`src/pkg/addr_gen_pkg.sv`:
```
// Shared constants and types for the circular and bit-reversed address generator.
// Assumes a 16-bit data address space and one synchronous core clock.
package addr_gen_pkg;

  // ----------------------------------------------------------------
  // Widths
  // ----------------------------------------------------------------
  localparam int AW      = 16;
  localparam int ADR_W   = 8;
  localparam int DW      = 32;
  localparam int SEL_W   = 4;
  localparam int PIVOT_W = 15;
  localparam int NREG    = 6;
  localparam int IDX_W   = 3;

  // ----------------------------------------------------------------
  // Register indices (byte address = index * 4)
  // ----------------------------------------------------------------
  localparam logic [IDX_W-1:0] IDX_X_START = 3'h0;
  localparam logic [IDX_W-1:0] IDX_X_END   = 3'h1;
  localparam logic [IDX_W-1:0] IDX_Y_START = 3'h2;
  localparam logic [IDX_W-1:0] IDX_Y_END   = 3'h3;
  localparam logic [IDX_W-1:0] IDX_CTRL    = 3'h4;
  localparam logic [IDX_W-1:0] IDX_REV     = 3'h5;
  localparam logic [IDX_W-1:0] IDX_STATUS  = 3'h6;

  // ----------------------------------------------------------------
  // Field positions
  // ----------------------------------------------------------------
  localparam int X_SEL_LSB  = 0;
  localparam int Y_SEL_LSB  = 4;
  localparam int R_SEL_LSB  = 8;
  localparam int X_EN_BIT   = 15;
  localparam int Y_EN_BIT   = 14;
  localparam int REV_EN_BIT = 15;
  localparam int ST_XMOD    = 0;
  localparam int ST_YMOD    = 1;
  localparam int ST_REV     = 2;
  localparam int ST_WRAP    = 3;
  localparam int ST_BREV    = 4;

  // Select value that switches a unit off
  localparam logic [SEL_W-1:0] SEL_OFF = 4'hf;

  // ----------------------------------------------------------------
  // Reset values
  // ----------------------------------------------------------------
  localparam logic [AW-1:0] BUF_RST  = 16'h0000;
  localparam logic [AW-1:0] CTRL_RST = 16'h0fff;
  localparam logic [AW-1:0] REV_RST  = 16'h0000;

  // ----------------------------------------------------------------
  // Types
  // ----------------------------------------------------------------
  typedef enum logic [1:0] {AM_INDIRECT, AM_POST_MOD, AM_PRE_MOD, AM_REG_OFFSET} addr_mode_t;
  typedef enum logic [1:0] {SP_X_READ, SP_X_WRITE, SP_Y} space_t;
  typedef enum logic [1:0] {BUS_IDLE = 2'b01, BUS_ACK = 2'b10} bus_state_t;

endpackage : addr_gen_pkg

```
`src/core/modulo_wrap.sv`:
```
// Circular buffer boundary test and wrap for one address space.
// Purely combinational; the caller registers the result.
`timescale 1ns/1ps
module modulo_wrap
  import addr_gen_pkg::*;
(
  // Candidate address and direction
  input  wire logic [AW-1:0] i_addr,
  input  wire logic          i_inc,
  input  wire logic          i_dec,
  input  wire logic          i_word,
  // Buffer bounds
  input  wire logic [AW-1:0] i_start,
  input  wire logic [AW-1:0] i_end,
  // Result
  output logic      [AW-1:0] o_addr,
  output logic               o_wrapped
);
  import addr_gen_pkg::*;

  // One extra bit so a full 64 Kbyte buffer length does not fold to zero
  wire logic [AW:0]   len      = {1'b0, i_end} - {1'b0, i_start} + 17'h00001;
  wire logic [AW:0]   len_m1   = len - 17'h00001;
  wire logic          pow2     = (len & len_m1) == 17'h00000;
  wire logic          chk_hi   = i_inc | pow2;                                 // RULE_03 RULE_10
  wire logic          chk_lo   = i_dec | pow2;                                 // RULE_03 RULE_10
  wire logic          wrap_hi  = chk_hi & (i_addr > i_end);                    // RULE_11
  wire logic          wrap_lo  = chk_lo & (i_addr < i_start);                  // RULE_11
  wire logic [AW-1:0] wrapped  = wrap_hi ? i_addr - len[AW-1:0]                // RULE_23
                                         : i_addr + len[AW-1:0];               // RULE_23
  wire logic [AW-1:0] sel_addr = (wrap_hi | wrap_lo) ? wrapped : i_addr;

  assign o_addr    = {sel_addr[AW-1:1], sel_addr[0] & ~i_word};
  assign o_wrapped = wrap_hi | wrap_lo;

endmodule : modulo_wrap

```
`src/core/reverse_carry_add.sv`:
```
// Reverse-carry adder: carries ripple from the top bit toward bit zero.
// The pointer stays in normal order; only the modifier acts reversed.
`timescale 1ns/1ps
module reverse_carry_add
  import addr_gen_pkg::*;
(
  // Operands
  input  wire logic [AW-1:0] i_ptr,
  input  wire logic [AW-1:0] i_mod,
  // Sum with the lsb cleared for word access
  output logic      [AW-1:0] o_sum
);
  import addr_gen_pkg::*;

  logic [AW-1:0] ptr_rev;
  logic [AW-1:0] mod_rev;
  logic [AW-1:0] sum_rev;
  logic [AW-1:0] sum_nrm;

  genvar b;
  generate
    for (b = 0; b < AW; b++)
    begin : g_rev
      assign ptr_rev[b] = i_ptr[AW-1-b];
      assign mod_rev[b] = i_mod[AW-1-b];
      assign sum_nrm[b] = sum_rev[AW-1-b];
    end
  endgenerate

  assign sum_rev = ptr_rev + mod_rev;                                          // RULE_14
  assign o_sum   = {sum_nrm[AW-1:1], 1'b0};                                    // RULE_20

endmodule : reverse_carry_add

```
`src/core/modulo_bitrev_address_gen.sv`:
```
// Effective-address post-processing: circular wrap for X and Y pointers and
// bit-reversed modification on X writes, plus a classic Wishbone register slave.
// Assumes requests arrive from core logic on i_clk, one per enabled cycle.
//
// Overview of operation
// (RULE_01) One circular buffer in X space and one in Y space, set up separately.
// (RULE_02) Software should not use the stack frame or stack pointer as circular pointer.
// (RULE_03) Power-of-two buffers are tested at both ends, allowing either direction.
// (RULE_04) Buffers bounded by 16-bit start and end registers, length up to 32K words.
// (RULE_05) Y circular addresses are word addresses with bit zero forced clear.
// (RULE_06) X select field of 15 turns circular wrap off for X read and write.
// (RULE_07) X select in control bits 3:0; X active only with enable bit 15 set.
// (RULE_08) Y select in control bits 7:4; Y active only with enable bit 14 set.
// (RULE_09) Wrap applies to whichever working register the select field names.
// (RULE_10) Incrementing pointers test the upper bound, decrementing ones the lower bound.
// (RULE_11) Addresses stepping past a bound are caught and wrapped correctly too.
// (RULE_12) Corrected pointer written back only in pre or post modify modes.
// (RULE_13) Bit-reversed modification only in the X write generator.
// (RULE_14) Only the modifier is bit-reversed; pointer stays in normal order.
// (RULE_15) Bit reversal needs select not 15, enable set, pre or post increment.
// (RULE_16) Software aligns a 2^N byte reversed buffer on its low N bits.
// (RULE_17) Pivot is bits 14:0 of the reverse carry control register.
// (RULE_18) Pivot is scaled to byte addresses, bit zero always clear.
// (RULE_19) Other modes or byte writes get normal addresses even when enabled.
// (RULE_20) When active, pointer plus reversed pivot; normal increment ignored; lsb zero.
// (RULE_21) Bit reversal overrides X write wrap; X read wrap keeps working.
// (RULE_22) Software avoids a reversed read right after rewriting the reverse register.
// (RULE_23) Crossing a bound wraps by buffer length back into the buffer.
`timescale 1ns/1ps
module modulo_bitrev_address_gen
  import addr_gen_pkg::*;
(
  // Clock, reset, enable
  input  wire logic                      i_clk,
  input  wire logic                      i_rst_n,
  input  wire logic                      i_ce,
  // Wishbone slave
  input  wire logic                      i_wb_cyc,
  input  wire logic                      i_wb_stb,
  input  wire logic                      i_wb_we,
  input  wire logic [addr_gen_pkg::ADR_W-1:0] i_wb_adr,
  input  wire logic [addr_gen_pkg::DW-1:0]    i_wb_dat,
  input  wire logic [3:0]                i_wb_sel,
  output logic      [addr_gen_pkg::DW-1:0]    o_wb_dat,
  output logic                           o_wb_ack,
  // Address request from execution logic
  input  wire logic                      i_req_valid,
  input  wire addr_gen_pkg::space_t      i_req_space,
  input  wire addr_gen_pkg::addr_mode_t  i_req_mode,
  input  wire logic [addr_gen_pkg::SEL_W-1:0] i_req_wreg,
  input  wire logic [addr_gen_pkg::AW-1:0]    i_req_ptr,
  input  wire logic [addr_gen_pkg::AW-1:0]    i_req_mod,
  input  wire logic                      i_req_byte,
  // Result
  output logic                           o_ea_valid,
  output logic      [addr_gen_pkg::AW-1:0]    o_ea,
  output logic                           o_ptr_wr_valid,
  output logic      [addr_gen_pkg::SEL_W-1:0] o_ptr_wr_reg,
  output logic      [addr_gen_pkg::AW-1:0]    o_ptr_wr_value,
  output logic                           o_wrapped,
  output logic                           o_reversed
);
  import addr_gen_pkg::*;

  // ----------------------------------------------------------------
  // Register file
  // ----------------------------------------------------------------
  localparam logic [AW-1:0] REG_RST [NREG] = '{BUF_RST, BUF_RST, BUF_RST, BUF_RST, CTRL_RST, REV_RST};

  logic       [AW-1:0]    cfg [NREG];
  bus_state_t             bus_state;
  bus_state_t             next_bus_state;
  logic       [4:0]       status;

  wire logic              bus_req  = i_wb_cyc & i_wb_stb & (bus_state == BUS_IDLE);
  wire logic [IDX_W-1:0]  reg_idx  = i_wb_adr[IDX_W+1:2];
  wire logic              adr_ok   = (i_wb_adr[1:0] == 2'b00) && (i_wb_adr[ADR_W-1:IDX_W+2] == '0);
  wire logic              wr_go    = i_ce & bus_req & i_wb_we & adr_ok;

  wire logic [AW-1:0] x_buffer_start_addr   = cfg[IDX_X_START];                 // RULE_04
  wire logic [AW-1:0] x_buffer_end_addr     = cfg[IDX_X_END];                   // RULE_04
  wire logic [AW-1:0] y_buffer_start_addr   = cfg[IDX_Y_START];                 // RULE_04
  wire logic [AW-1:0] y_buffer_end_addr     = cfg[IDX_Y_END];                   // RULE_04
  wire logic [AW-1:0] circular_addr_control = cfg[IDX_CTRL];
  wire logic [AW-1:0] reverse_carry_control = cfg[IDX_REV];

  genvar r;
  generate
    for (r = 0; r < NREG; r++)
    begin : g_reg
      wire logic hit = wr_go && (reg_idx == IDX_W'(r));
      always_ff @(posedge i_clk or negedge i_rst_n)
      begin
        if (!i_rst_n)
          cfg[r] <= REG_RST[r];
        else if (hit)
        begin
          if (i_wb_sel[0]) cfg[r][7:0]  <= i_wb_dat[7:0];
          if (i_wb_sel[1]) cfg[r][15:8] <= i_wb_dat[15:8];
        end
      end
    end
  endgenerate

  // Unmapped or misaligned addresses read zero and still acknowledge
  wire logic [AW-1:0] rd_word = !adr_ok                  ? '0 :
                                (reg_idx == IDX_STATUS)  ? {11'h000, status} :
                                (reg_idx < IDX_STATUS)   ? cfg[reg_idx] : '0;

  assign next_bus_state = (bus_state == BUS_IDLE && bus_req) ? BUS_ACK : BUS_IDLE;

  always_ff @(posedge i_clk or negedge i_rst_n)
  begin
    if (!i_rst_n)
    begin
      bus_state <= BUS_IDLE;
      o_wb_ack  <= 1'b0;
      o_wb_dat  <= '0;
    end
    else if (i_ce)
    begin
      case (bus_state)
        BUS_IDLE: bus_state <= next_bus_state;
        BUS_ACK:  bus_state <= next_bus_state;
        default:  bus_state <= BUS_IDLE;
      endcase
      o_wb_ack <= bus_req;
      o_wb_dat <= {16'h0000, rd_word};
    end
  end

  // ----------------------------------------------------------------
  // Control decode
  // ----------------------------------------------------------------
  wire logic [SEL_W-1:0] x_pointer_select       = circular_addr_control[X_SEL_LSB +: SEL_W];
  wire logic [SEL_W-1:0] y_pointer_select       = circular_addr_control[Y_SEL_LSB +: SEL_W];
  wire logic [SEL_W-1:0] reverse_pointer_select = circular_addr_control[R_SEL_LSB +: SEL_W];
  wire logic             x_circular_enable      = circular_addr_control[X_EN_BIT];
  wire logic             y_circular_enable      = circular_addr_control[Y_EN_BIT];
  wire logic             reverse_enable         = reverse_carry_control[REV_EN_BIT];
  wire logic [PIVOT_W-1:0] reverse_pivot        = reverse_carry_control[PIVOT_W-1:0];  // RULE_17

  wire logic x_mod_on = x_circular_enable && (x_pointer_select != SEL_OFF);    // RULE_06 RULE_07
  wire logic y_mod_on = y_circular_enable && (y_pointer_select != SEL_OFF);    // RULE_08
  wire logic rev_on   = reverse_enable && (reverse_pointer_select != SEL_OFF); // RULE_15

  // ----------------------------------------------------------------
  // Request datapath
  // ----------------------------------------------------------------
  wire logic is_y     = (i_req_space == SP_Y);
  wire logic is_xw    = (i_req_space == SP_X_WRITE);
  wire logic mod_pos  = ~i_req_mod[AW-1] & (i_req_mod != '0);
  wire logic mod_neg  = i_req_mod[AW-1];
  wire logic premod   = (i_req_mode == AM_PRE_MOD);
  wire logic postmod  = (i_req_mode == AM_POST_MOD);
  wire logic offs     = (i_req_mode == AM_REG_OFFSET);
  wire logic moves    = premod | postmod | offs;

  // Reversal only on word writes in the X write unit with an increment
  wire logic brev_now = rev_on & is_xw & ~i_req_byte & mod_pos                 // RULE_13 RULE_19
                        & (premod | postmod) & (i_req_wreg == reverse_pointer_select);  // RULE_15

  // Reversal pre-empts wrap in the write unit only; X read keeps it
  wire logic sel_hit  = is_y ? (i_req_wreg == y_pointer_select)                // RULE_09
                             : (i_req_wreg == x_pointer_select);
  wire logic mod_now  = moves & sel_hit & ~brev_now                            // RULE_21
                        & (is_y ? y_mod_on : x_mod_on);                        // RULE_01

  wire logic [AW-1:0] raw_sum   = i_req_ptr + i_req_mod;
  wire logic [AW-1:0] win_start = is_y ? y_buffer_start_addr : x_buffer_start_addr;  // RULE_01
  wire logic [AW-1:0] win_end   = is_y ? y_buffer_end_addr   : x_buffer_end_addr;
  wire logic [AW-1:0] pivot_b   = {reverse_pivot, 1'b0};                       // RULE_18
  wire logic [AW-1:0] wrap_addr;
  wire logic          wrap_hit;
  wire logic [AW-1:0] rev_addr;

  modulo_wrap i_modulo_wrap (
    .i_addr    (raw_sum),
    .i_inc     (mod_pos),
    .i_dec     (mod_neg),
    .i_word    (is_y),                                                         // RULE_05
    .i_start   (win_start),
    .i_end     (win_end),
    .o_addr    (wrap_addr),
    .o_wrapped (wrap_hit)
  );

  reverse_carry_add i_reverse_carry_add (
    .i_ptr (i_req_ptr),
    .i_mod (pivot_b),                                                          // RULE_20
    .o_sum (rev_addr)
  );

  wire logic [AW-1:0] new_ptr  = brev_now ? rev_addr :                         // RULE_20
                                 mod_now  ? wrap_addr : raw_sum;
  wire logic [AW-1:0] ptr_lsb0 = {i_req_ptr[AW-1:1], 1'b0};
  wire logic [AW-1:0] next_ea  = (premod | offs) ? new_ptr :
                                 brev_now        ? ptr_lsb0 : i_req_ptr;
  wire logic          next_wb  = premod | postmod;                             // RULE_12

  always_ff @(posedge i_clk or negedge i_rst_n)
  begin
    if (!i_rst_n)
    begin
      o_ea_valid     <= 1'b0;
      o_ea           <= '0;
      o_ptr_wr_valid <= 1'b0;
      o_ptr_wr_reg   <= '0;
      o_ptr_wr_value <= '0;
      o_wrapped      <= 1'b0;
      o_reversed     <= 1'b0;
    end
    else if (i_ce)
    begin
      o_ea_valid     <= i_req_valid;
      o_ptr_wr_valid <= i_req_valid & next_wb;                                 // RULE_12
      o_wrapped      <= i_req_valid & mod_now & wrap_hit;                      // RULE_23
      o_reversed     <= i_req_valid & brev_now;
      if (i_req_valid)
      begin
        o_ea           <= next_ea;
        o_ptr_wr_reg   <= i_req_wreg;
        o_ptr_wr_value <= new_ptr;
      end
    end
  end

  // Sticky-free status snapshot: live enables plus last result flags
  always_ff @(posedge i_clk or negedge i_rst_n)
  begin
    if (!i_rst_n)
      status <= '0;
    else if (i_ce)
    begin
      status[ST_XMOD] <= x_mod_on;
      status[ST_YMOD] <= y_mod_on;
      status[ST_REV]  <= rev_on;
      if (i_req_valid)
      begin
        status[ST_WRAP] <= mod_now & wrap_hit;
        status[ST_BREV] <= brev_now;
      end
    end
  end

  // ----------------------------------------------------------------
  // Checks
  // ----------------------------------------------------------------
  a_bus_ack_pulse: assert property (@(posedge i_clk) disable iff (!i_rst_n)
    (o_wb_ack && i_ce) |=> !o_wb_ack)
    else $error("bus ack held longer than one cycle");

  a_x_sel_off: assert property (@(posedge i_clk) disable iff (!i_rst_n) // RULE_06
    (i_ce && i_req_valid && !is_y && x_pointer_select == SEL_OFF && !brev_now && moves)
    |=> (o_ptr_wr_value == $past(raw_sum)) && !o_wrapped)
    else $error("X wrap applied with select off");

  a_y_gate_off: assert property (@(posedge i_clk) disable iff (!i_rst_n) // RULE_08
    (i_ce && i_req_valid && is_y && !y_circular_enable && offs) |=> o_ea == $past(raw_sum))
    else $error("Y wrap applied while disabled");

  a_y_word_lsb: assert property (@(posedge i_clk) disable iff (!i_rst_n) // RULE_05
    (i_ce && i_req_valid && is_y && moves && y_mod_on && sel_hit) |=> !o_ptr_wr_value[0])
    else $error("Y circular address has lsb set");

  a_upper_wrap: assert property (@(posedge i_clk) disable iff (!i_rst_n) // RULE_11
    (i_ce && i_req_valid && mod_now && mod_pos && raw_sum > win_end)
    |=> o_wrapped && o_ptr_wr_value == ($past(raw_sum - (win_end - win_start + 16'h0001))
                                        & {{(AW-1){1'b1}}, !$past(is_y)}))
    else $error("upper bound crossing not wrapped by buffer length");

  a_offset_no_wb: assert property (@(posedge i_clk) disable iff (!i_rst_n) // RULE_12
    (i_ce && i_req_valid && offs) |=> o_ea_valid && !o_ptr_wr_valid)
    else $error("pointer written back in register offset mode");

  a_rev_result: assert property (@(posedge i_clk) disable iff (!i_rst_n) // RULE_20
    (i_ce && i_req_valid && brev_now) |=> o_reversed && o_ptr_wr_valid && !o_ptr_wr_value[0] && !o_wrapped)
    else $error("reversed result malformed");

  a_rev_byte_off: assert property (@(posedge i_clk) disable iff (!i_rst_n) // RULE_19
    (i_ce && i_req_valid && (i_req_byte || !is_xw || i_req_mode == AM_INDIRECT)) |=> !o_reversed)
    else $error("reversal applied outside word write increment");

  a_read_keeps_wrap: assert property (@(posedge i_clk) disable iff (!i_rst_n) // RULE_21
    (i_ce && i_req_valid && i_req_space == SP_X_READ && rev_on && x_mod_on && sel_hit && moves
     && mod_pos && raw_sum > win_end) |=> o_wrapped)
    else $error("X read wrap lost while reversal enabled");

endmodule : modulo_bitrev_address_gen

```
`config.mk`:
```
export PLATFORM = sky130hd
export DESIGN_NAME = modulo_bitrev_address_gen
export DESIGN_NICKNAME = d
export VERILOG_FILES = /design/src/pkg/addr_gen_pkg.sv /design/src/core/modulo_wrap.sv /design/src/core/reverse_carry_add.sv /design/src/core/modulo_bitrev_address_gen.sv
export SDC_FILE = /design/constraint.sdc
export NUM_CORES = 1
export LEC_CHECK = 0
export ABC_AREA = 1
export BUFFER_PORTS_ARGS = -buffer_cell sky130_fd_sc_hd__buf_2
export CAP_MARGIN = 40
export CORE_UTILIZATION = 50
export DETAILED_ROUTE_END_ITERATION = 10
export PLACE_DENSITY = 0.72
export SKIP_CTS_REPAIR_TIMING = 1
export SLEW_MARGIN = 30
export SYNTH_ARGS = -nofsm -noshare
export SYNTH_HDL_FRONTEND = slang
export SYNTH_SLANG_ARGS = --single-unit
```
`constraint.sdc`:
```
create_clock -name i_clk -period 11.74 [get_ports i_clk]
set_input_delay 0.587 -clock i_clk [delete_from_list [all_inputs] [get_ports i_clk]]
set_output_delay 0.587 -clock i_clk [all_outputs]
set_load 0.05 [all_outputs]
```
==> out/metrics.yaml, run 1 <==
ys_warn_count: 0
finalClockSkew_ns: 0.0181
place_hpwl_um: 30100
finalHoldViolCount: 0
dp_worst_setup_slack_ns: 3.44
worst_pin_slew_ns: 0.735
reg2reg_depth: 39
drive_above_1_share_pct: 12.3
wl_um: 38600
critPathCaptureType: "flip-flop"
slew-limit-headroom_pct: 51.0
cp_common_cell: "inv_1"
power_density_nw_per_um2: 137
cts_buffer_depth: 2
antenna_left: 0
core_sq_um: 24400
setup-tns-final_ns: 0
dieArea_sq_um: 25500
ys_types: 57
fin_crit_ns: 7.97
grt_max_degree: 68
root_buffer: "clkbuf_16"
cp.required_ns: 12.12
ys_seq_area_share_pct: 32.3
grt_pass1_vias: 11145
die_y_um: 160
critical_path_class: "in -> reg"
finalNonFillerCells: 2184
synth_top_area_share_pct: 29.6
syn_to_final_growth_pct: 12.5
placed_cells: 2150
drc: 0
io_buffers: 130
async_flop_share_pct: 100
synth_area_leaders: "dfrtp_1, nand2_1, ha_1"
crit_path_start_kind: "input pin"
maxSlewViolCount: 0
place_congestion: 1.01
max_stage_delay_ns: 0.52
hp-class: "in -> async"
synthFlopType: "dfrtp_1"
grt_pass1_wl_um: 60200
avgSynthCellArea_sq_um: 7.18
rows: 57
swShare_pct: 40.4
cts_buffers: 17
clock_latency_ns: 0.44
final_core_util_pct: 57.4
cts_max_level: 4
nNetsFinal: 2052
syn_area_sq_um: 12400
setup_violations: 0
avgRoutedWirePerCell_um: 17.7
whs_ns: 0.0491
critPathMaxFanout: 53
p_total_mw: 1.91
placed_cell_area_sq_um: 13300
power_switching_uw: 772
ir_worst_vdd_mv: 0.0977
max_freq_mhz: 125
status: "finished clean"
antenna_found_initial: 0
ios: 165
p_seq_share_pct: 31.1
cts_sinks: 160
vias_per_cell: 5.65
dr.first_iter.drc_count: 1220
fin_ws_ns: 3.77
diodes: 0
start_util_pct: 51.0
leakage_nw: 7.26
yosys.area.top_type: "dfrtp_1"
rsz0062_at_grt: "no"
r2r_slack_ns: 4.81
p_int_mw: 1.14
overflow: 0
r2r-start: "x_buffer_start_addr[1]"
vias: 12341
synth_seq_cells: 160
drv_cap: 0
cts_tree: "yes"
p_comb_share_pct: 37.4
r2r-end: "o_ea[11]"
final_area_sq_um: 14000
die_width_um: 160
critical_path_arrival_ns: 8.35
critPathSlowestCell: "fa_1"
synthCells: 1732
period_share_pct: 67.9
first_pass_iters: 6
synth_enable_flop_cells: 0
grt_usage_pct: 30.3
clkTransAtPathRegs_ns: 0.07
power_frac_clock_pct: 31.5
==> critical path: cells and delay by family <==
kind	cells	cell delay, ns
AND/OR/NAND/NOR	16	2.13
AO/OA/AOI/OAI	11	2.11
buffers and inverters	12	1.90
adder cells (fa/ha/maj)	4	1.36
XOR/XNOR	1	0.24
==> cell usage in the layout (no fill, tap or decap), types with 4 or more instances in the layout <==
cell type and instances:
buf_4 7, a21oi_1 75, inv_6 6, xor2_1 39, nand3_1 97, inv_2 5, nor2_2 6, a21oi_2 4
a21o_1 5, o211ai_1 9, a32o_1 5, or2_2 5, o21bai_1 5, nand2_1 508, o21ai_0 176, nand3b_1 4
a221oi_1 18, o2111ai_1 4, nor4_1 8, a22o_1 7, a41oi_1 4, a22oi_1 10, nor2_1 76, fa_1 4
nand4_1 20, nand2_2 11, nand3_2 4, clkbuf_16 17, inv_1 206, ha_1 109, o22ai_1 16, dfstp_2 13
dfrtp_1 147, o21ai_1 7, nor3_1 13, conb_1 16, mux2i_1 7, buf_2 129, xnor2_1 11, a31oi_1 7
==> synthesized netlist by cell type (all sizes together), types with 8 or more instances <==
| cell type | count |
|---|---|
| dfrtp | 147 |
| a221oi | 18 |
| o22ai | 16 |
| a22oi | 10 |
| dfstp | 13 |
| ha | 109 |
| nand2 | 522 |
| buf | 25 |
| xor2 | 39 |
| a21oi | 79 |
| nor3 | 13 |
| nor4 | 8 |
| nand4 | 20 |
| o211ai | 10 |
| o21ai | 185 |
| inv | 211 |
| clkbuf | 34 |
| nand3 | 101 |
| xnor2 | 11 |
| nor2 | 83 |
==> worst max path at each step <==
| stage | from | slack, ns | endpoint |
|---|---|---|---|
| global route | i_req_space[0] | 3.12 | o_ea[11] |
| floorplan | i_req_space[0] | 5.22 | o_ptr_wr_value[11] |
| global placement | i_req_space[0] | 3.47 | o_ea[11] |
| CTS | i_req_space[0] | 3.88 | o_ea[11] |
| finish | i_req_space[0] | 3.77 | o_ea[11] |
| detailed placement | i_req_space[0] | 3.44 | o_ptr_wr_value[11] |
==> layer usage <==
metal  track usage [%]  wire length [um]  vias to the layer above
met3              5.04              3050                       69
met4              10.7              1180                        0
met5                 0                 0                        -
met2              48.9             17700                      484
met1              40.9             16600                     5791
li1                  -                 -                     5997
==> area by class of cell <==
type / count / area, sq um
Clock buffer: 18 / 429
Clock inverter: 14 / 196
Fill cell: 2344 / 10400
Inverter: 214 / 803
Multi-Input combinational cell: 1314 / 7380
Sequential cell: 160 / 4020
Tap cell: 324 / 405
Timing Repair Buffer: 140 / 767
==> power groups by stage <==
| stage | Clock (mW) | Sequential, mW | Combinational, mW |
|---|---|---|---|
| 3_3_place_gp | 0 | 0.603 | 0.694 |
| 3_5_place_dp | 0 | 0.604 | 0.704 |
| 5_1_grt | 0.627 | 0.597 | 0.781 |
| 2_1_floorplan | 0 | 0.691 | 0.421 |
| 4_1_cts | 0.605 | 0.594 | 0.707 |
| 6_report | 0.603 | 0.595 | 0.715 |
==> logic make-up (layout without fill, tap and decap cells) <==
kind of cell / Yosys count / count (layout) / synth area share [%]
other: 1 / 16 / 0.0301
XOR/XNOR: 50 / 50 / 3.52
multiplexers: 7 / 7 / 0.563
AND/OR/NAND/NOR: 759 / 759 / 25.6
flip-flops: 160 / 160 / 32.3
buffers and inverters: 273 / 386 / 8.85
adder cells (fa/ha/maj): 113 / 113 / 11.6
AO/OA/AOI/OAI: 369 / 369 / 17.5
No activity file was read; power rests on OpenSTA's default activity.
==> run 2: changes to the inputs <==
--- a/config.mk
+++ b/config.mk
@@ -10,7 +10,7 @@
 export CAP_MARGIN = 40
 export CORE_UTILIZATION = 50
 export DETAILED_ROUTE_END_ITERATION = 10
-export PLACE_DENSITY = 0.72
+export PLACE_DENSITY = 0.74
 export SKIP_CTS_REPAIR_TIMING = 1
 export SLEW_MARGIN = 30
 export SYNTH_ARGS = -nofsm -noshare
==> constraint.sdc (replaced) <==
create_clock -name i_clk -period 6.45 [get_ports i_clk]
set_input_delay 0.3225 -clock i_clk [delete_from_list [all_inputs] [get_ports i_clk]]
set_output_delay 0.3225 -clock i_clk [all_outputs]
set_load 0.05 [all_outputs]
==> out/metrics.yaml, run 2 (same netlist as run 1, synthesis figures left out) <==
status: "finished clean"
fin_crit_ns: 6.02
nFillCells: 2262  # -3.5%
nNetsFinal: 2113  # +3.0%
reg2reg_depth: 44  # +13%
start_util_pct: 51.0  # unchanged
overflow: 0  # unchanged
root_buffer: "clkbuf_16"
ir_worst_vdd_mv: 0.185  # +89%
drc: 0  # unchanged
place_congestion: 1.00  # -0.42%
register_area_sq_um: 4020  # unchanged
grt_pass1_vias: 11846  # +6.3%
io_buffers: 130  # unchanged
cts_buffers: 17  # unchanged
worst_pin_slew_ns: 0.755  # +0.0195 ns
antenna_found_initial: 1  # +1
setup_violations: 0  # unchanged
grt_usage_pct: 30.9  # +0.68 points
finalClockSkew_ns: 0.0143  # -0.00384 ns
period_share_pct: 93.3
die_width_um: 160  # unchanged
drive_above_1_share_pct: 16.3  # +4.0 points
hold_start: "i_req_wreg[3]"
crit_path_start_kind: "flip-flop"
placed_cells: 2208  # +2.7%
max_freq_mhz: 166
clock_latency_ns: 0.44  # about the same
finalNonFillerCells: 2245  # +2.8%
cts_max_level: 4  # unchanged
leakage_nw: 7.55  # +4.0%
critical_path_class: "reg -> reg"
wl_met2_um: 18300  # +3.0%
drv_cap: 0  # unchanged
wl_um: 39500  # +2.3%
power_density_nw_per_um2: 248  # +81%
top_layer_used: "met5"
critPathMaxFanout: 6  # -89%
dr_wl_met3_um: 3400  # +11%
syn_to_final_growth_pct: 16.9
vias_per_cell: 5.64  # -0.26%
critPathSlowestCell: "fa_1"
r2r_slack_ns: 0.43  # -4.38 ns
hold_depth: 3
diodes: 0  # unchanged
place_hpwl_um: 30900  # +2.9%
hold_path_end: "o_ptr_wr_reg[3]"
slew-limit-headroom_pct: 49.6  # -1.4 points
finalHoldViolCount: 0  # unchanged
final_core_util_pct: 59.6  # +2.2 points
cts_sinks: 160  # unchanged
cp.required_ns: 6.83  # -5.29 ns
vias: 12653  # +2.5%
dieArea_sq_um: 25500  # unchanged
cts_tree: "yes"
critPathCaptureType: "flip-flop"
wl_met1_um: 16400  # -1.4%
final_common_cell: "nand2_1"
maxSlewViolCount: 0  # unchanged
antenna_left: 0  # unchanged
r2r-start: "x_buffer_start_addr[1]"
hp-class: "in -> reg"
avgRoutedWirePerCell_um: 17.6  # -0.47%
critical_path_arrival_ns: 6.40  # -1.95 ns
cts_buffer_depth: 2  # unchanged
r2r-end: "o_ptr_wr_value[11]"
rows: 57  # unchanged
first_pass_iters: 7  # +1
ios: 165  # unchanged
core_sq_um: 24400  # unchanged
die_y_um: 160  # unchanged
multi_input_area_sq_um: 7470  # +1.3%
whs_ns: 0.143  # +0.0935 ns
dr.first_iter.drc_count: 1077  # -12%
max_stage_delay_ns: 0.41  # -0.11 ns
grt_pass1_wl_um: 61900  # +3.0%
clkTransAtPathRegs_ns: 0.08  # about the same
cp_common_cell: "nand2_1"
grt_max_degree: 66  # -2.9%
final_cell_mix: "nand2_1, inv_1, o21ai_0"
## run 2: cell types whose count changed in the layout (fill, tap and decap cells not counted), sizes merged
cell,delta
clkinv,+5
buf,+60
inv,-2
bufinv,-3
dlygate4sd3,+1
## run 2: metal layers
layer / vias to the layer above / global-route usage, %
li1: 6121 / -
met1: 5860 / 41.0
met2: 574 / 50.3
met3: 96 / 4.94
met4: 2 / 12.7
met5: - / 0
## run 2: area by class of cell
cell class,instances,share of cell area (%)
Clock buffer,18,3.02
Clock inverter,14,1.15
Inverter,214,5.52
Multi-Input combinational cell,1314,51.4
Sequential cell,160,27.6
Tap cell,324,2.79
Timing Repair Buffer,201,8.48
## run 2: worst max path at each step
stage	from	to	slack, ns
floorplan	i_req_space[0]	o_ptr_wr_value[11]	0.20
global placement	i_req_ptr[0]	o_ea[12]	0.1
detailed placement	i_req_space[0]	o_ptr_wr_value[11]	-0.02
CTS	x_buffer_start_addr[1]	o_ptr_wr_value[11]	0.20
global route	x_buffer_start_addr[1]	o_ptr_wr_value[11]	-0.08
finish	x_buffer_start_addr[1]	o_ptr_wr_value[11]	0.43
## run 2: critical path, delay by kind of cell (launching register included)
kind                     cells  cell delay (ns)
AO/OA/AOI/OAI               11             1.36
XOR/XNOR                     1             0.21
adder cells (fa/ha/maj)      4             1.13
buffers and inverters        9             0.82
flip-flops                   1             0.40
AND/OR/NAND/NOR             19             2.01
## run 2: where the power goes
part           switching, mW  leakage [nW]  total, mW  internal, mW
clock network          0.492         0.289       1.02         0.532
logic                  0.970          5.14       1.50         0.527
registers             0.0274          2.12       1.08          1.05
total                   1.49          7.55       3.60          2.11
## run 2: metrics by stage
| step | worst slack [ns] | TNS, ns | total power, mW | cell area [sq um] |
|---|---|---|---|---|
| 6_report | 0.433 | 0 | 3.60 | 14500 |
| 5_1_grt | -0.0830 | -0.568 | 3.79 | 14500 |
| 4_1_cts | 0.202 | 0 | 3.54 | 14400 |
| 3_5_place_dp | -0.0250 | -0.0364 | 2.53 | 13800 |
| 3_3_place_gp | 0.0981 | 0 | 2.51 | 13700 |
| 2_1_floorplan | 0.195 | 0 | 2.03 | 12500 |
==> run 3: changes to the inputs <==
--- a/config.mk
+++ b/config.mk
@@ -8,6 +8,7 @@
 export ABC_AREA = 1
 export BUFFER_PORTS_ARGS = -buffer_cell sky130_fd_sc_hd__buf_2
 export CAP_MARGIN = 40
+export CORE_ASPECT_RATIO = 0.5
 export CORE_UTILIZATION = 50
 export DETAILED_ROUTE_END_ITERATION = 10
 export PLACE_DENSITY = 0.74
@@ -15,4 +16,5 @@
 export SLEW_MARGIN = 30
 export SYNTH_ARGS = -nofsm -noshare
 export SYNTH_HDL_FRONTEND = slang
+export SYNTH_HIERARCHICAL = 1
 export SYNTH_SLANG_ARGS = --single-unit
==> out/metrics.yaml, run 3 <==
p_total_mw: 3.67  # +1.8%
root_buffer: "clkbuf_16"
placed_cells: 2438  # +10%
fin_crit_ns: 6.05  # +0.0332 ns
worst_pin_slew_ns: 0.740  # -0.0150 ns
max_stage_delay_ns: 0.44  # +0.03 ns
rows: 42  # -26%
critPathSlowestCell: "ha_1"
drv_cap: 0  # unchanged
r2r-start: "y_buffer_start_addr[2]"
vias: 13477  # +6.5%
multi_input_area_sq_um: 8320  # +11%
grt_max_degree: 85  # +29%
hold_depth: 3  # unchanged
async_flop_share_pct: 100  # unchanged
nNetsFinal: 2318  # +9.7%
cts_sinks: 160  # unchanged
slew-limit-headroom_pct: 50.6  # +0.92 points
overflow: 0  # unchanged
final_area_sq_um: 15400  # +5.7%
clock_latency_ns: 0.45  # about the same
io_buffers: 130  # unchanged
register_area_sq_um: 4020  # unchanged
syn_to_final_growth_pct: 13.7
vias_per_cell: 5.45  # -3.3%
synth_seq_cells: 160  # unchanged
ios: 165  # unchanged
cts_max_level: 4  # unchanged
wl_um: 42100  # +6.7%
final_cell_mix: "nand2_1, inv_1, dfrtp_1"
leakage_nw: 8.14  # +7.8%
dr.first_iter.drc_count: 1542  # +43%
ys_types: 62  # +8.8%
dp_worst_setup_slack_ns: -0.0652  # -0.0402 ns
critPathMaxFanout: 17  # +11
place_congestion: 0.965  # -3.6%
synthCells: 1967  # +14%
ys_seq_area_share_pct: 29.7  # -2.6 points
nFillCells: 2577  # +14%
setup_violations: 0  # unchanged
hold_start: "i_req_wreg[0]"
antenna_left: 0  # unchanged
diodes: 0  # unchanged
yosys.area.top_type: "dfrtp_1"
cts_tree: "yes"
cp_common_cell: "nand2_1"
synthTopCellsByCount: "nand2_1, inv_1, dfrtp_1, nand3_1, nor2_1"
r2r-end: "o_ea[13]"
synth_top_area_share_pct: 27.2  # -2.4 points
avgSynthCellArea_sq_um: 6.87  # -4.3%
hold_path_end: "o_ptr_wr_reg[0]"
synth_enable_flop_cells: 0  # unchanged
finalNonFillerCells: 2474  # +10%
fin_ws_ns: 0.400  # -0.0332 ns
synth_area_leaders: "dfrtp_1, nand2_1, ha_1"
ir_worst_vdd_mv: 0.218  # +18%
r2r_slack_ns: 0.46  # +0.03 ns
yosysMostFrequentCell: "nand2_1"
dieArea_sq_um: 27700  # +8.7%
power_density_nw_per_um2: 239  # -3.7%
cts_buffer_depth: 2  # unchanged
cp.required_ns: 6.84  # about the same
critical_path_arrival_ns: 6.44  # +0.04 ns
grt_pass1_wl_um: 66000  # +6.5%
critical_path_class: "in -> reg"
ys_warn_count: 6  # +6
finalClockSkew_ns: 0.0112  # -0.00305 ns
drc: 0  # unchanged
max_freq_mhz: 165  # -0.55%
period_share_pct: 93.8  # +0.52 points
place_hpwl_um: 33000  # +6.8%
grt_usage_pct: 30.9  # -0.072 points
die_width_um: 235  # +47%
crit_path_start_kind: "input pin"
clkTransAtPathRegs_ns: 0.07  # about the same
die_y_um: 118  # -26%
start_util_pct: 51.0  # about the same
synthFlopType: "dfrtp_1"
cts_buffers: 17  # unchanged
syn_area_sq_um: 13500  # +8.7%
finalHoldViolCount: 0  # unchanged
first_pass_iters: 6  # -1
drive_above_1_share_pct: 16.0  # -0.32 points
status: "finished clean"
grt_pass1_vias: 11947  # +0.85%
placed_cell_area_sq_um: 14700  # +6.4%
critPathCaptureType: "flip-flop"
whs_ns: 0.198  # +0.0550 ns
reg2reg_depth: 44  # unchanged
maxSlewViolCount: 0  # unchanged
final_common_cell: "nand2_1"
antenna_found_initial: 1  # unchanged
core_sq_um: 26500  # +8.6%
hp-class: "in -> reg"
avgRoutedWirePerCell_um: 17.0  # -3.1%
-- run 3: cell count changes after synthesis, moves of 26 or more --
cell	delta
o21ai_1	+104
nor2_1	+44
nand2_1	+147
nand2_2	+26
nand3_1	+34
o21ai_0	-142
-- run 3: logic make-up after synthesis --
| group | synth area share [%] |
|---|---|
| simple gates | 34.2 |
| buf+inv | 9.50 |
| compound gates | 12.6 |
| flops | 29.7 |
| fa+ha+maj | 11.1 |
| xor+xnor | 2.85 |
| other cells | 0.0556 |
-- run 3: layer usage --
metal,track usage (%),share of wire [%],wire [um]
met5,0,0,0
met4,5.40,1.2,493
met3,7.19,9.9,4160
met2,43.5,41,17400
met1,47.6,48,20100
-- run 3: worst max path at each step --
stage | cells past startpoint | slack, ns | startpoint | end
after floorplan | 48 | 0.45 | i_req_space[0] | o_ea[14]
after global placement | 44 | 0.01 | i_req_space[0] | o_ea[14]
after detailed placement | 43 | -0.07 | i_req_space[0] | o_ea[14]
after CTS | 41 | 0.32 | y_buffer_start_addr[1] | o_ea[14]
after global routing | 43 | -0.04 | i_req_space[0] | o_ea[13]
final | 43 | 0.40 | i_req_space[0] | o_ea[13]
-- run 3: stage by stage --
step	TNS (ns)	utilization, %
2_1_floorplan	0	-
3_3_place_gp	0	55.1
3_5_place_dp	-0.0997	55.3
4_1_cts	0	57.6
5_1_grt	-0.0723	58.0
6_report	0	58.0
-- run 3: worst max-delay path, delay by kind of cell --
family | cells | cell delay (ns)
compound gates | 9 | 1.57
fa+ha+maj | 3 | 1.03
buf+inv | 6 | 0.69
simple gates | 25 | 2.83
-- run 3: final cells by class --
| type | instances | area share (%) |
|---|---|---|
| clock buffers | 18 | 2.86 |
| clock inverters | 14 | 1.12 |
| inverters | 234 | 5.75 |
| multi-input cells | 1516 | 54.1 |
| flip-flops and latches | 160 | 26.2 |
| well taps | 352 | 2.87 |
| repair buffers | 180 | 7.15 |
-- run 3: power by group --
group | internal [mW] | leakage, nW | switching [mW]
Clock | 0.596 | 0.301 | 0.466
Sequential | 1.05 | 2.11 | 0.0276
Combinational | 0.545 | 5.72 | 0.981
